--- src/core/hpm_pkg.sv ---
package hpm_pkg;
    // widths
    localparam int unsigned WORD_W = 16;
    localparam int unsigned CPU_ADDR_W = 16;
    localparam int unsigned HOST_ADDR_W = 2;
    localparam int unsigned ENG_W = 8;

    // cpu side addresses
    localparam logic [15:0] CPU_MAILBOX_ADDR = 16'hC0C6;
    localparam logic [15:0] CPU_ENG1_MSG_ADDR = 16'h0144;
    localparam logic [15:0] CPU_ENG2_MSG_ADDR = 16'h0148;

    // host port address codes
    localparam logic [1:0] HOST_MAILBOX_SEL = 2'h0;
    localparam logic [1:0] HOST_STATUS_SEL = 2'h3;

    // reset values
    localparam logic [15:0] MAILBOX_RST = 16'h0000;
    localparam logic [15:0] ZERO_WORD = 16'h0000;

    // status word bit positions
    localparam int unsigned ST_VBUS = 15;
    localparam int unsigned ST_ID = 14;
    localparam int unsigned ST_RSVD_HI = 13;
    localparam int unsigned ST_FRAME2 = 12;
    localparam int unsigned ST_RSVD_LO = 11;
    localparam int unsigned ST_FRAME1 = 10;
    localparam int unsigned ST_BUSRST2 = 9;
    localparam int unsigned ST_MBX_IN = 8;
    localparam int unsigned ST_RESUME2 = 7;
    localparam int unsigned ST_RESUME1 = 6;
    localparam int unsigned ST_ENG2_MSG = 5;
    localparam int unsigned ST_ENG1_MSG = 4;
    localparam int unsigned ST_DONE2 = 3;
    localparam int unsigned ST_DONE1 = 2;
    localparam int unsigned ST_BUSRST1 = 1;
    localparam int unsigned ST_MBX_OUT = 0;

    // routing register bit positions
    localparam int unsigned RT_FRAME2 = 13;
    localparam int unsigned RT_FRAME1 = 11;
    localparam int unsigned RT_BUSRST2 = 9;
    localparam int unsigned RT_RESUME2 = 7;
    localparam int unsigned RT_RESUME1 = 6;
    localparam int unsigned RT_DONE2 = 3;
    localparam int unsigned RT_DONE1 = 2;
    localparam int unsigned RT_BUSRST1 = 1;

    // engine flag input positions
    localparam int unsigned EF_FRAME2 = 7;
    localparam int unsigned EF_FRAME1 = 6;
    localparam int unsigned EF_BUSRST2 = 5;
    localparam int unsigned EF_BUSRST1 = 4;
    localparam int unsigned EF_RESUME2 = 3;
    localparam int unsigned EF_RESUME1 = 2;
    localparam int unsigned EF_DONE2 = 1;
    localparam int unsigned EF_DONE1 = 0;

    // supply settle time before status bit 15 is trusted, firmware side
    localparam int unsigned VBUS_SETTLE_NS = 10000;
    localparam int unsigned CLK_PERIOD_NS = 20;
    localparam int unsigned VBUS_SETTLE_CYC = (VBUS_SETTLE_NS + CLK_PERIOD_NS - 1) / CLK_PERIOD_NS;
endpackage

--- src/core/hpm_flag.sv ---
`timescale 1ns/1ns
// sticky flag, set beats clear
module hpm_flag (
    // clock and reset
    input wire logic REF_CLK,
    input wire logic RESETN,
    // events
    input wire logic set_i,
    input wire logic clr_i,
    // state
    output logic flag_o
);
    typedef struct packed {
        logic flag;
    } hpm_flag_st_t;

    hpm_flag_st_t st_q;
    hpm_flag_st_t st_d;

    always_comb begin
        st_d = st_q;
        if (set_i) begin
            st_d.flag = 1'b1;
        end else if (clr_i) begin
            st_d.flag = 1'b0;
        end
    end

    always_ff @(posedge REF_CLK) begin
        if (!RESETN) begin
            st_q <= '0;
        end else begin
            st_q <= st_d;
        end
    end

    assign flag_o = st_q.flag;
endmodule // hpm_flag

--- src/core/hpm_host_port_mailbox.sv ---
`timescale 1ns/1ns
// Function
// - host mailbox write raises enabled rx-full irq
// - cpu mailbox read clears rx-full
// - host mailbox read raises enabled tx-empty irq
// - cpu mailbox write clears tx-empty
// - cpu mailbox write asserts host irq
// - host mailbox read drops that host irq
// - mailbox holds full 16-bit word
// - status word readable by host only
// - status reads start no memory cycle
// - bit 15 shows supply above threshold
// - bit 14 shows id pin level
// - bits 12,10 show frame events
// - bits 9,1 show bus reset events
// - bits 7,6 show resume events
// - bit 8 incoming message waits
// - bit 0 outgoing message waits
// - bits 5,4 engine message flags
// - bits 3,2 show packet-done per port
// - routed engine flags reach host port
// - any engine message write sets flag
module hpm_host_port_mailbox
    import hpm_pkg::*;
#(
    parameter int unsigned DATA_W = hpm_pkg::WORD_W
) (
    // clock and reset
    input wire logic REF_CLK,
    input wire logic RESETN,
    // on-chip cpu register access
    input wire logic [hpm_pkg::CPU_ADDR_W-1:0] CPU_ADDR,
    input wire logic CPU_WR,
    input wire logic CPU_RD,
    input wire logic [DATA_W-1:0] CPU_WDATA,
    output logic [DATA_W-1:0] CPU_RDATA,
    // mailbox interrupt enables and requests
    input wire logic MBX_RX_FULL_IE,
    input wire logic MBX_TX_EMPTY_IE,
    output logic MBX_RX_FULL_IRQ,
    output logic MBX_TX_EMPTY_IRQ,
    // external host port
    input wire logic [hpm_pkg::HOST_ADDR_W-1:0] HOST_ADDR,
    input wire logic HOST_WR,
    input wire logic HOST_RD,
    input wire logic [DATA_W-1:0] HOST_WDATA,
    output logic [DATA_W-1:0] HOST_RDATA,
    output logic HOST_PORT_IRQ_OUT,
    // host mailbox access forwarded to cpu memory arbiter
    output logic HOST_MEM_CYCLE,
    // routing, engine events and otg levels
    input wire logic [15:0] ROUTE_EN,
    input wire logic [hpm_pkg::ENG_W-1:0] ENG_FLAGS,
    input wire logic ENG1_MSG_IE,
    input wire logic ENG2_MSG_IE,
    input wire logic VBUS_VALID,
    input wire logic OTG_ID
);
    import hpm_pkg::*;

    typedef struct packed {
        logic [DATA_W-1:0] mailbox;
        logic [DATA_W-1:0] host_rdata;
        logic [DATA_W-1:0] cpu_rdata;
        logic mem_cycle;
    } hpm_st_t;

    hpm_st_t st_q;
    hpm_st_t st_d;

    logic host_mbx_wr;
    logic host_mbx_rd;
    logic host_st_rd;
    logic cpu_mbx_wr;
    logic cpu_mbx_rd;
    logic eng1_wr;
    logic eng2_wr;
    logic mbx_in;
    logic mbx_out;
    logic tx_empty;
    logic eng1_msg;
    logic eng2_msg;
    logic [ENG_W-1:0] eng_routed;
    logic [15:0] status_word;

    function automatic logic routed(input logic [15:0] rt, input int unsigned rb,
                                    input logic [ENG_W-1:0] ef, input int unsigned eb);
        routed = rt[rb] & ef[eb];
    endfunction

    assign host_mbx_wr = HOST_WR && (HOST_ADDR == HOST_MAILBOX_SEL);
    assign host_mbx_rd = HOST_RD && (HOST_ADDR == HOST_MAILBOX_SEL);
    assign host_st_rd = HOST_RD && (HOST_ADDR == HOST_STATUS_SEL);
    assign cpu_mbx_wr = CPU_WR && (CPU_ADDR == CPU_MAILBOX_ADDR);
    assign cpu_mbx_rd = CPU_RD && (CPU_ADDR == CPU_MAILBOX_ADDR);
    assign eng1_wr = CPU_WR && (CPU_ADDR == CPU_ENG1_MSG_ADDR);
    assign eng2_wr = CPU_WR && (CPU_ADDR == CPU_ENG2_MSG_ADDR);

    hpm_flag u_mbx_in (
        .REF_CLK(REF_CLK),
        .RESETN(RESETN),
        .set_i(host_mbx_wr),
        .clr_i(cpu_mbx_rd),
        .flag_o(mbx_in)
    );

    hpm_flag u_mbx_out (
        .REF_CLK(REF_CLK),
        .RESETN(RESETN),
        .set_i(cpu_mbx_wr),
        .clr_i(host_mbx_rd),
        .flag_o(mbx_out)
    );

    hpm_flag u_tx_empty (
        .REF_CLK(REF_CLK),
        .RESETN(RESETN),
        .set_i(host_mbx_rd),
        .clr_i(cpu_mbx_wr),
        .flag_o(tx_empty)
    );

    hpm_flag u_eng1_msg (
        .REF_CLK(REF_CLK),
        .RESETN(RESETN),
        .set_i(eng1_wr),
        .clr_i(HOST_RD),
        .flag_o(eng1_msg)
    );

    hpm_flag u_eng2_msg (
        .REF_CLK(REF_CLK),
        .RESETN(RESETN),
        .set_i(eng2_wr),
        .clr_i(HOST_RD),
        .flag_o(eng2_msg)
    );

    always_comb begin
        eng_routed = '0;
        eng_routed[EF_FRAME2] = routed(ROUTE_EN, RT_FRAME2, ENG_FLAGS, EF_FRAME2);
        eng_routed[EF_FRAME1] = routed(ROUTE_EN, RT_FRAME1, ENG_FLAGS, EF_FRAME1);
        eng_routed[EF_BUSRST2] = routed(ROUTE_EN, RT_BUSRST2, ENG_FLAGS, EF_BUSRST2);
        eng_routed[EF_BUSRST1] = routed(ROUTE_EN, RT_BUSRST1, ENG_FLAGS, EF_BUSRST1);
        eng_routed[EF_RESUME2] = routed(ROUTE_EN, RT_RESUME2, ENG_FLAGS, EF_RESUME2);
        eng_routed[EF_RESUME1] = routed(ROUTE_EN, RT_RESUME1, ENG_FLAGS, EF_RESUME1);
        eng_routed[EF_DONE2] = routed(ROUTE_EN, RT_DONE2, ENG_FLAGS, EF_DONE2);
        eng_routed[EF_DONE1] = routed(ROUTE_EN, RT_DONE1, ENG_FLAGS, EF_DONE1);
    end

    // status word assembly
    always_comb begin
        status_word = ZERO_WORD;
        status_word[ST_VBUS] = VBUS_VALID;
        status_word[ST_ID] = OTG_ID;
        status_word[ST_RSVD_HI] = 1'b0;
        status_word[ST_RSVD_LO] = 1'b0;
        status_word[ST_FRAME2] = eng_routed[EF_FRAME2];
        status_word[ST_FRAME1] = eng_routed[EF_FRAME1];
        status_word[ST_BUSRST2] = eng_routed[EF_BUSRST2];
        status_word[ST_BUSRST1] = eng_routed[EF_BUSRST1];
        status_word[ST_RESUME2] = eng_routed[EF_RESUME2];
        status_word[ST_RESUME1] = eng_routed[EF_RESUME1];
        status_word[ST_DONE2] = eng_routed[EF_DONE2];
        status_word[ST_DONE1] = eng_routed[EF_DONE1];
        status_word[ST_MBX_IN] = mbx_in;
        status_word[ST_MBX_OUT] = mbx_out;
        status_word[ST_ENG2_MSG] = eng2_msg;
        status_word[ST_ENG1_MSG] = eng1_msg;
    end

    always_comb begin
        st_d = st_q;
        st_d.mem_cycle = 1'b0;
        // full word store, host write wins a tie
        if (host_mbx_wr) begin
            st_d.mailbox = HOST_WDATA;
        end else if (cpu_mbx_wr) begin
            st_d.mailbox = CPU_WDATA;
        end
        // only mailbox accesses use memory cycles
        if (host_mbx_wr || host_mbx_rd) begin
            st_d.mem_cycle = 1'b1;
        end
        if (host_mbx_rd) begin
            st_d.host_rdata = st_q.mailbox;
        end else if (host_st_rd) begin
            st_d.host_rdata = status_word;
        end
        // cpu sees mailbox only, never status
        if (cpu_mbx_rd) begin
            st_d.cpu_rdata = st_q.mailbox;
        end else if (CPU_RD) begin
            st_d.cpu_rdata = ZERO_WORD;
        end
    end

    always_ff @(posedge REF_CLK) begin
        if (!RESETN) begin
            st_q.mailbox <= MAILBOX_RST;
            st_q.host_rdata <= ZERO_WORD;
            st_q.cpu_rdata <= ZERO_WORD;
            st_q.mem_cycle <= 1'b0;
        end else begin
            st_q <= st_d;
        end
    end

    assign CPU_RDATA = st_q.cpu_rdata;
    assign HOST_RDATA = st_q.host_rdata;
    assign HOST_MEM_CYCLE = st_q.mem_cycle;
    assign MBX_RX_FULL_IRQ = mbx_in & MBX_RX_FULL_IE;
    assign MBX_TX_EMPTY_IRQ = tx_empty & MBX_TX_EMPTY_IE;
    assign HOST_PORT_IRQ_OUT = mbx_out | (|eng_routed) | (eng1_msg & ENG1_MSG_IE) | (eng2_msg & ENG2_MSG_IE);
endmodule // hpm_host_port_mailbox

--- config.mk ---
export PLATFORM = sky130hd
export DESIGN_NAME = hpm_host_port_mailbox
export DESIGN_NICKNAME = d
export VERILOG_FILES = /design/src/core/hpm_pkg.sv /design/src/core/hpm_flag.sv /design/src/core/hpm_host_port_mailbox.sv
export SDC_FILE = /design/constraint.sdc
export NUM_CORES = 1
export LEC_CHECK = 0
export BUFFER_PORTS_ARGS = -buffer_cell sky130_fd_sc_hd__buf_2
export CAP_MARGIN = 20
export CORE_MARGIN = 2
export CORE_UTILIZATION = 50
export DETAILED_ROUTE_END_ITERATION = 7
export PLACE_DENSITY = 0.83
export SLEW_MARGIN = 30
export SYNTH_ARGS = -nofsm -noshare
export SYNTH_HDL_FRONTEND = slang
export SYNTH_HIERARCHICAL = 1
export SYNTH_SLANG_ARGS = --single-unit
--- constraint.sdc ---
create_clock -name REF_CLK -period 5.4 [get_ports REF_CLK]
set_input_delay 0.27 -clock REF_CLK [delete_from_list [all_inputs] [get_ports REF_CLK]]
set_output_delay 0.27 -clock REF_CLK [all_outputs]
set_load 0.01 [all_outputs]
Word level (Yosys, flattened, before mapping):

Cells that the tools add are included.

* add/sub/neg operators: 0
* $mul: 0
* divide/modulo/power cells: 0
* magnitude comparators: 0
* eq/ne operators: 4
* shift-type cells: 0
* muxes and demuxes: 16
* bitwise operators: 15
* reduce and logical (&&, ||, !) cells: 17

Operator list (count)
* 16-bit two-way mux: 6
* 16-bit by 9-bit equality test with 1-bit output (second input constant): 2
* 16-bit equality test (second input constant): 1
* 2-bit nonzero test: 7
* 1-bit bitwise AND: 12
* 1-bit two-way mux: 10
* 8-bit OR reduction: 1
* 1-bit logical AND: 7
* 1-bit OR: 3
* 2-bit equality test (second input constant): 1
* 2-bit logical NOT: 1
* 1-bit logical OR: 1

* register bits: 54
* bits in latches: 0
* memory bits (writable): 0
* ROM bits: 0
* input bits: 86
* output and inout bits: 36
* word-level logic and storage cells: 61
* memories kept: 0

Longest topological paths before layout:

Gate-level depths: netlist of run 1.

* depth in word-level cells: 5
* depth in mapped cells: 7
* depth with buffers taken out: 6

Cells and area by module:

Netlist of run 1, hierarchy kept.

By module, submodules not included
* hpm_host_port_mailbox: instances 1, cells an instance 274, area each 2411.1 µm²
* hpm_flag: instances 5, cells an instance 3, area each 41.3 µm²

Worst setup path before layout of run 1:

Ideal clock, no wire load.

* path type: input to register
* start point: in CPU_ADDR[9] (netlist name)
* end point: reg u_tx_empty.st_q, in the netlist u_tx_empty/flag_o
* library setup time: 0.115 ns
* arrival time: 1.978 ns
* data required time: 5.285 ns
* setup slack: 3.307 ns
* stages on the path: 7
* buffers on the path: 2
* cell sequence: or4b_4 > or4_4 > buf_6 > buf_8 > nor2_1 > nor2b_4 > o21a_1

* word-level cells in the longest chain between the ends: 3

Ends and longest elaborated chain
* start, declared: RTL line hpm_host_port_mailbox.sv:32 `input wire logic [hpm_pkg::CPU_ADDR_W-1:0] CPU_ADDR,`
* 16-bit equality test: RTL line hpm_host_port_mailbox.sv:94 `assign cpu_mbx_wr = CPU_WR && (CPU_ADDR == CPU_MAILBOX_ADDR);`
* 1-bit logical AND: RTL line hpm_host_port_mailbox.sv:94
* via cpu_mbx_wr: RTL line hpm_host_port_mailbox.sv:74 `logic cpu_mbx_wr;`
* 2-bit nonzero test (no source line)
* end signal, assigned: RTL line hpm_flag.sv:33 `st_q <= st_d;`
* end, declared: RTL line hpm_flag.sv:17 `hpm_flag_st_t st_q;`

The timed path passes the listed nets, and every way through them passes these cells.
A chain may end at the register's enable or synchronous reset.

Worst setup path in the final report of run 1:

* start point: in CPU_ADDR[9] (netlist name)
* end point: reg u_eng2_msg.st_q, in the netlist u_eng2_msg/flag_o

* word-level cells in the longest chain between the ends: 3
* elaborated cells on any way between the ends: 4
* classes of those cells: eq/ne (1); mux (1); reduce/logical (2)

Ends and longest elaborated chain
* 16-bit by 9-bit equality test with 1-bit output (*): RTL line hpm_host_port_mailbox.sv:97 `assign eng2_wr = CPU_WR && (CPU_ADDR == CPU_ENG2_MSG_ADDR);`
* 1-bit logical AND (*): RTL line hpm_host_port_mailbox.sv:97
* via eng2_wr: RTL line hpm_host_port_mailbox.sv:77 `logic eng2_wr;`
* 1-bit two-way mux or 2-bit nonzero test (tied branches)
* end signal, assigned: RTL line hpm_flag.sv:33
* end, declared: RTL line hpm_flag.sv:17

Mark *: on every way through the listed nets, which the timed path passes. The rest lies on a longest branch.

==> metrics, run 1 <==
setup TNS 0 ns; final net count around 450; Reg clk slew, reported paths 0.09 ns; I/O pin count 122; Synth Instances between 200 and 300; Total GRT Usage 0.220; port bufs 113; number of global-route vias before repair 2241; post-synthesis cell type count 42; status finished clean; CP endpoint kind flop; WP data arrival 2.31 ns; final hold violations 0; HP Class input pin to flop; post_cts resized 0; maximum clock rate 486 MHz; first-pass GRT wire length 10.4 mm; CTS sink cnt 54; Static Leakage 1.31 nW; initial core utilization 0.516; worst-path cell with the longest stage delay nor4_4; final total power 775 uW; initial antenna violation count 0; final slew viol count 0; unrepaired setup endpoints after global routing false; Num CTS Buffers 5; Synth top area share 0.413; detailed-router iteration count before antenna repair 4; FILL cells approximately 460; CP Max Fanout 17; Root Buffer clkbuf_8; number of DRC markers in iteration 0 251; CTS tree built; Die H 76.4 um; post-route ant nets 0; post-synthesis sequential area ratio 0.413; count of state elements after synthesis 54; post-CTS setup buffer count 0; commonest non-fill, non-tap cell in the layout buf_2; syn nets 375; Mean Syn Cell Area a little over 9 um^2; CTS H-tree depth 2; Slew Limit Headroom 0.424; routability cong. 0.835; post-synthesis cell area about 2600 um^2; hold_buf cts 0; area delta synth->final 17.0%; Die ar. 5830 um^2; core area around 5000 um^2; slew of the pin with the lowest slew margin 0.858 ns; Synth area leader dfxtp_1; DR vias 2391; WL/cell 15.0 um; YS warnings 6; post-layout min period 2.06 ns; Final Cycle Share 0.381; Clock Latency Late Sink 0.29 ns; setup violators final 0; largest net degree at the start of global routing 41; top post-synthesis cells by area dfxtp_1, buf_4, a22o_1; dpl hpwl 4.96 mm; most frequent cells in the layout buf_2, dfxtp_1, a21oi_1; clk_skew 0.00353 ns; PwrDens 253 nW/um^2; area occupied by multi-input gates 1190 um^2; GRT overflow 0; register area about 1100 um^2; share of cells above drive strength 1 0.384; number of vias per cell ~5.5; WL final 6.48 mm; crit-path max cell delay 0.73 ns; Cell Rows 26; Setup CP Type input pin to flop; Critical Path Source Type input pin; CTS Buffer Depth 2; Crit path required time 5.65 ns; Peak VDD IR roughly 120 uV; residual DRC count 0; ANT cells 0; CP Cell Sequence buf_2, or4b_4, nor4_4, nand3_1, nor3b_1, o21a_1; die width about 76 um; Max Cap Viol 0
[worst max-delay path, delay by kind of cell]
family	cells	cell delay (ns)
buffers and inverters	1	0.10
AND/OR/NAND/NOR	4	1.76
AO/OA/AOI/OAI	1	0.16
[through the flow]
| stage | utilization | std cells | instance area (um^2) | hold WS (ns) | setup slack (ns) |
|---|---|---|---|---|---|
| after global placement | 0.580 | 423 | 2940 | 0.439 | 3.08 |
| after CTS | 0.601 | 431 | 3050 | 0.247 | 3.36 |
| after detailed placement | 0.580 | 423 | 2940 | 0.454 | 3.06 |
| after global routing | 0.603 | 432 | 3060 | 0.260 | 3.21 |
| final | 0.603 | 432 | 3060 | 0.253 | 3.34 |
| after floorplan | - | 289 | 2620 | 0.387 | 3.31 |
[cells in the mapped netlist]
cell type / instances
nor2b_1: 3
a21boi_0: 1
a22o_1: 17
inv_1: 1
buf_4: 33
a21boi_1: 6
nor4_4: 1
nand3_1: 2
or4b_1: 1
nor2_1: 5
o21ai_1: 7
clkinv_1: 1
o21ai_0: 24
nand2b_1: 1
nor3b_1: 2
dfxtp_1: 54
nor4_1: 2
nand2_1: 9
buf_8: 1
a22oi_1: 9
nor2b_4: 5
nand4_1: 1
o21a_1: 5
nand4b_1: 1
and2_1: 2
inv_2: 1
or4_4: 1
a31oi_1: 16
nor3_1: 18
a21oi_1: 25
buf_2: 3
or4b_4: 1
a221oi_1: 1
buf_6: 1
and4b_1: 2
a222oi_1: 1
nand3b_1: 1
and3_1: 2
clkbuf_1: 10
and4_1: 1
o21ai_2: 9
buf_1: 2
[path summary, 6_finish.rpt]
path / from / endpoint / slack, ns / depth (start not counted)
worst max-delay path: CPU_ADDR[9] / u_eng2_msg/flag_o / 3.34 / 6
worst min-delay path: HOST_WDATA[13] / st_q[46] / 0.25 / 3
worst max register to register: st_q[35] / HOST_RDATA[2] / 4.58 / 2
worst min register to register: HOST_RDATA[0] / HOST_RDATA[0] / 0.46 / 2
[cell families after synthesis]
| group | after synthesis | share of synthesized area |
|---|---|---|
| compound gates | 121 | 0.300 |
| simple gates | 61 | 0.155 |
| flops | 54 | 0.413 |
| buf+inv | 53 | 0.132 |
[flip-flops by register name (all words and copies together), names as in the netlist]
register and count:
u_eng1_msg/flag_o 1, u_mbx_out/flag_o 1, CPU_RDATA 16, u_mbx_in/flag_o 1
st_q 16, HOST_RDATA 16, u_eng2_msg/flag_o 1, u_tx_empty/flag_o 1
HOST_MEM_CYCLE 1
[final cells by class]
type                       instances  share of cell area
multi-input combinational        182               0.389
tap                               70              0.0286
inverter                           3             0.00368
clock inverter                     1             0.00981
timing repair buffer             115               0.191
sequential                        54               0.353
clock buffer                       7              0.0249
[report_power, final]
part | switching (mW) | internal, mW
Combinational | 0.0482 | 0.0444
Clock | 0.123 | 0.139
Sequential | 0.0102 | 0.411
Total | 0.181 | 0.594
[routing by layer]
layer / vias to the layer above / routed length (um) / track usage
met4: 0 / 97 / 0.0764
met2: 105 / 3060 / 0.370
met3: 8 / 485 / 0.0308
met5: - / 0 / 0
met1: 1096 / 2840 / 0.289
li1: 1182 / - / -
Note: power is estimated with default switching activity, not from simulation.
==> run 2: changes to the inputs <==
--- a/config.mk
+++ b/config.mk
@@ -8,9 +8,9 @@
 export BUFFER_PORTS_ARGS = -buffer_cell sky130_fd_sc_hd__buf_2
 export CAP_MARGIN = 20
 export CORE_MARGIN = 2
-export CORE_UTILIZATION = 50
+export CORE_UTILIZATION = 47
 export DETAILED_ROUTE_END_ITERATION = 7
-export PLACE_DENSITY = 0.83
+export PLACE_DENSITY = 0.79
 export SLEW_MARGIN = 30
 export SYNTH_ARGS = -nofsm -noshare
 export SYNTH_HDL_FRONTEND = slang
==> constraint.sdc (replaced) <==
create_clock -name REF_CLK -period 1.9 [get_ports REF_CLK]
set_input_delay 0.095 -clock REF_CLK [delete_from_list [all_inputs] [get_ports REF_CLK]]
set_output_delay 0.095 -clock REF_CLK [all_outputs]
set_load 0.01 [all_outputs]
==> run 2 against run 1 <==
Effect of this change: design area increased by 3.4%; combinational power rose to 3.0 times the previous value; first-iteration DRC count shrank 31%; via count increased by 4.0%; register-to-register slack worse by 3.5 ns; sequential cell count is the same; wire length increased by 6.7%; hold slack worse by 0.18 ns; critical path depth increased by 1; power rose to 2.9 times the previous value; utilization fell by 2.1 points; largest power group unchanged; highest routed layer unchanged.
==> metrics, run 2 (same netlist as run 1, synthesis figures left out) <==
commonest non-fill, non-tap cell in the layout buf_2; largest net degree at the start of global routing 40; WL/cell roughly 16 um; Final Non-Filler Cells 444; first-pass GRT wire length between 10 and 15 mm; Hold Crit Start HOST_WDATA[7]; I/O pin count 122; RR Startpoint st_q[45]; DR vias about 2500; post-route ant nets 0; number of global-route vias before repair 2318; Die H about 79 um; Worst Hold Endpoint st_q[40]; maximum clock rate about 650 MHz; cell count after placement between 400 and 500; final hold slack 0.0681 ns; final hold violations 0; final total power ~2.3 mW; Setup CP Type input pin to flop; WP data arrival roughly 1.8 ns; die width 78.6 um; post_cts resized 0; clk_skew 0.00384 ns; detailed-router iteration count before antenna repair 4; Setup WS pre-CTS 0.0593 ns; residual DRC count 0; Clock Latency Late Sink 0.31 ns; most frequent cells in the layout buf_2, dfxtp_1, a21oi_1; dpl cell area 3050 um^2; Slew Limit Headroom 0.538; Crit path required time 2.16 ns; PwrDens 711 nW/um^2; initial core utilization 0.481; Total GRT Usage 0.226; FILL cells 475; worst-path cell with the longest stage delay or4b_4; area delta synth->final 21.0%; Cell Rows 27; final slew viol count 0; Static Leakage 1.37 nW; dpl hpwl approximately 5.4 mm; setup TNS 0 ns; CP Cell Sequence buf_2, or4b_4, buf_4, nor4_4, nand3_1, nor3b_1, o21a_1; CTS Buffer Depth 2; worst hold path depth 3; critical path's top delay family simple AND/OR/NAND/NOR gates; CTS tree built; Finished Cell Area 3170 um^2; Root Buffer clkbuf_8; setup violators final 0; Critical Path Source Type input pin; port bufs 113; post-layout min period 1.55 ns; CP endpoint kind flop; Num CTS Buffers 5; crit-path max cell delay 0.53 ns; WL final 6.92 mm; HP Class input pin to flop; final worst slack about 0.35 ns; logic depth of the worst setup path including buffers 7; Worst Reg-to-Reg Cells 2; GRT overflow 0; Peak VDD IR roughly 360 uV; post-CTS setup buffer count 0; status finished clean; slew of the pin with the lowest slew margin 0.689 ns; hold_buf cts 0; share of cells above drive strength 1 0.411; Final Cycle Share 0.815; FF-to-FF End HOST_RDATA[12]; R2R setup slack 1.13 ns; final net count 458; CTS H-tree depth 2; CTS sink cnt 54; routability cong. 0.838; core area 5440 um^2; Max Cap Viol 0; buffers and inverters on the worst path 2; number of DRC markers in iteration 0 ~170; ANT cells 0; number of vias per cell about 5.6; initial antenna violation count 0; Die ar. 6180 um^2; Reg clk slew, reported paths 0.09 ns; fin util 0.582; unrepaired setup endpoints after global routing false; CP Max Fanout 2
-- run 2: worst max path at each step --
stage,end,start
6_report,u_eng2_msg/flag_o,CPU_ADDR[9]
5_1_grt,u_eng2_msg/flag_o,CPU_ADDR[9]
4_1_cts,st_q[47],CPU_ADDR[9]
3_5_place_dp,st_q[41],CPU_ADDR[9]
3_3_place_gp,st_q[41],CPU_ADDR[9]
2_1_floorplan,u_tx_empty/flag_o,CPU_ADDR[9]
-- run 2: per-layer routing --
layer	wire (um)	track usage
met5	0	0
met4	102	0.0772
met3	600	0.0655
met1	2850	0.277
met2	3360	0.379
-- run 2: worst register-to-register path, cell delays in order (launching register included) --
cell     delay [ns]
dfxtp_1        0.43
o21ai_0        0.12
nor3_1         0.17
-- run 2: cell type report --
type	instances	area, um^2	share of cell area
tap	72	90.1	0.0284
timing repair buffer	126	676	0.213
sequential	54	1080	0.341
inverter	3	11.3	0.00356
clock inverter	1	30.0	0.00948
multi-input combinational	182	1200	0.378
clock buffer	6	82.6	0.0261
-- run 2: power by group --
group / switching, mW / internal, mW / total [mW]
logic: 0.141 / 0.133 / 0.274
clock network: 0.359 / 0.422 / 0.780
registers: 0.0296 / 1.17 / 1.20
==> run 3: changes to the inputs <==
--- a/config.mk
+++ b/config.mk
@@ -8,9 +8,9 @@
 export BUFFER_PORTS_ARGS = -buffer_cell sky130_fd_sc_hd__buf_2
 export CAP_MARGIN = 20
 export CORE_MARGIN = 2
-export CORE_UTILIZATION = 47
+export CORE_UTILIZATION = 42
 export DETAILED_ROUTE_END_ITERATION = 7
-export PLACE_DENSITY = 0.79
+export PLACE_DENSITY = 0.74
 export SLEW_MARGIN = 30
 export SYNTH_ARGS = -nofsm -noshare
 export SYNTH_HDL_FRONTEND = slang
==> constraint.sdc (replaced) <==
create_clock -name REF_CLK -period 1.35 [get_ports REF_CLK]
set_input_delay 0.0675 -clock REF_CLK [delete_from_list [all_inputs] [get_ports REF_CLK]]
set_output_delay 0.0675 -clock REF_CLK [all_outputs]
set_load 0.01 [all_outputs]
==> run 3 against run 2 <==
Effect of this change: the flow now finishes with violations (setup timing); via count increased by 2.2%; first-iteration DRC count decreased by 33%; register-to-register slack got worse by 0.60 ns; wire length increased by 4.5%; utilization decreased by 2.7 points; sequential power increased by 41%; non-clock buffer count increased by 6; critical endpoint is now st_q[40]; largest power group unchanged; highest routed layer unchanged.
==> metrics, run 3 (same netlist as run 1, synthesis figures left out) <==
status complete, but fails checks; failing checks setup timing; Setup CP Type input pin to flop; Comb pwr share 0.136; Total GRT Usage 0.206; post-route ant nets 0; WP data arrival between 1.5 and 2 ns; routability cong. 0.816; Num CTS Buffers 5; final total power around 3 mW; setup violators final 17; area delta synth->final 26.4%; CP endpoint kind flop; number of DRC markers in iteration 0 116; CTS tree built; I/O pin count 122; Crit path required time 1.55 ns; number of vias per cell 5.60; most frequent cells in the layout buf_2, dfxtp_1, o21ai_0; WL final 7.23 mm; commonest non-fill, non-tap cell in the layout buf_2; unrepaired setup endpoints after global routing true; Root Buffer clkbuf_8; GRT overflow 0; maximum clock rate 701 MHz; clk_skew between 0.004 and 0.005 ns; crit-path max cell delay 0.57 ns; DR vias 2541; CTS sink cnt 54; detailed-router iteration count before antenna repair 5; first-pass GRT wire length roughly 12 mm; number of global-route vias before repair ~2500; Slew Limit Headroom 0.607; CTS H-tree depth 2; ANT cells 0; CTS Buffer Depth 2; CP Max Fanout 9; share of cells above drive strength 1 0.454; final hold violations 0; Int Pwr roughly 2.2 mW; Clock Latency Late Sink about 0.31 ns; PwrDens 908 nW/um^2; initial antenna violation count 0; HP Class input pin to flop; final slew viol count 0; post-layout min period 1.43 ns; final net count 464; die width 82.9 um; WL/cell 15.9 um; Reg power frac 0.562; hold_buf cts 0; worst-path cell with the longest stage delay or4_4; Cell Rows 28; final worst slack -0.0764 ns; switching power share of the total 0.263; Die ar. 6880 um^2; final hold slack 0.0409 ns; fin util 0.555; Max Cap Viol 0; initial core utilization 0.439; Critical Path Source Type input pin; dpl hpwl 5.53 mm; core area 5960 um^2; Peak VDD IR 447 uV; slew of the pin with the lowest slew margin 0.588 ns; residual DRC count 0; Final Cycle Share 1.06; cell count after placement ~450; port bufs 113; Reg clk slew, reported paths 0.09 ns; Final Non-Filler Cells between 400 and 500; largest net degree at the start of global routing 20; Clock power frac 0.302; Static Leakage about 1.4 nW; Sw Pwr 791 uW; CP Cell Sequence buf_6, or4b_4, or4_4, buf_12, o21ai_2, a21oi_2; Die H 82.9 um
==> run 3: worst max-delay path: cells and delay by family <==
kind                   cells  cell delay (ns)
AND/OR/NAND/NOR            2             1.11
buffers and inverters      2             0.27
AO/OA/AOI/OAI              2             0.18
==> run 3: path summary, 6_finish.rpt <==
path             startpoint             end  slack (ns)  cells after the start
max reg2reg        st_q[34]   HOST_RDATA[1]        0.53                      2
min          HOST_WDATA[12]        st_q[45]        0.04                      3
max             CPU_ADDR[9]        st_q[40]       -0.08                      6
min reg2reg  HOST_RDATA[14]  HOST_RDATA[14]        0.46                      2
==> run 3: power by group through the flow <==
stage | combinational, mW | sequential (mW) | clock [mW]
3_5_place_dp | 0.397 | 1.72 | 0
3_3_place_gp | 0.388 | 1.72 | 0
2_1_floorplan | 0.206 | 1.71 | 0
4_1_cts | 0.402 | 1.68 | 0.909
5_1_grt | 0.453 | 1.69 | 0.955
6_report | 0.410 | 1.69 | 0.907
==> run 3: cell type report <==
| class | count | area, um^2 |
|---|---|---|
| multi-input combinational | 182 | 1270 |
| clock buffer | 6 | 72.6 |
| sequential | 54 | 1080 |
| tap | 75 | 93.8 |
| clock inverter | 2 | 13.8 |
| timing repair buffer | 132 | 768 |
| inverter | 3 | 11.3 |
| fill | 554 | 2650 |
==> run 3: timing repair <==
action	CTS	global route
setup buffers	0	0
endpoints found under the setup margin	17	20
cloned	0	0
resized for setup	7	10
pin swaps	0	5
==> run 3: per-stage QoR <==
| step | setup slack [ns] | setup TNS (ns) | area [um^2] |
|---|---|---|---|
| 2_1_floorplan | -0.441 | -5.97 | 2640 |
| 3_3_place_gp | -0.374 | -9.07 | 3150 |
| 3_5_place_dp | -0.418 | -9.94 | 3150 |
| 4_1_cts | -0.0662 | -0.910 | 3260 |
| 5_1_grt | -0.110 | -1.68 | 3310 |
| 6_report | -0.0764 | -0.937 | 3310 |
==> run 3: routing by layer <==
layer / vias up / track usage / wire length [um]
met2: 109 / 0.344 / 3370
li1: 1222 / - / -
met1: 1193 / 0.266 / 3220
met5: - / 0 / 0
met4: 0 / 0.0775 / 199
met3: 17 / 0.0358 / 432
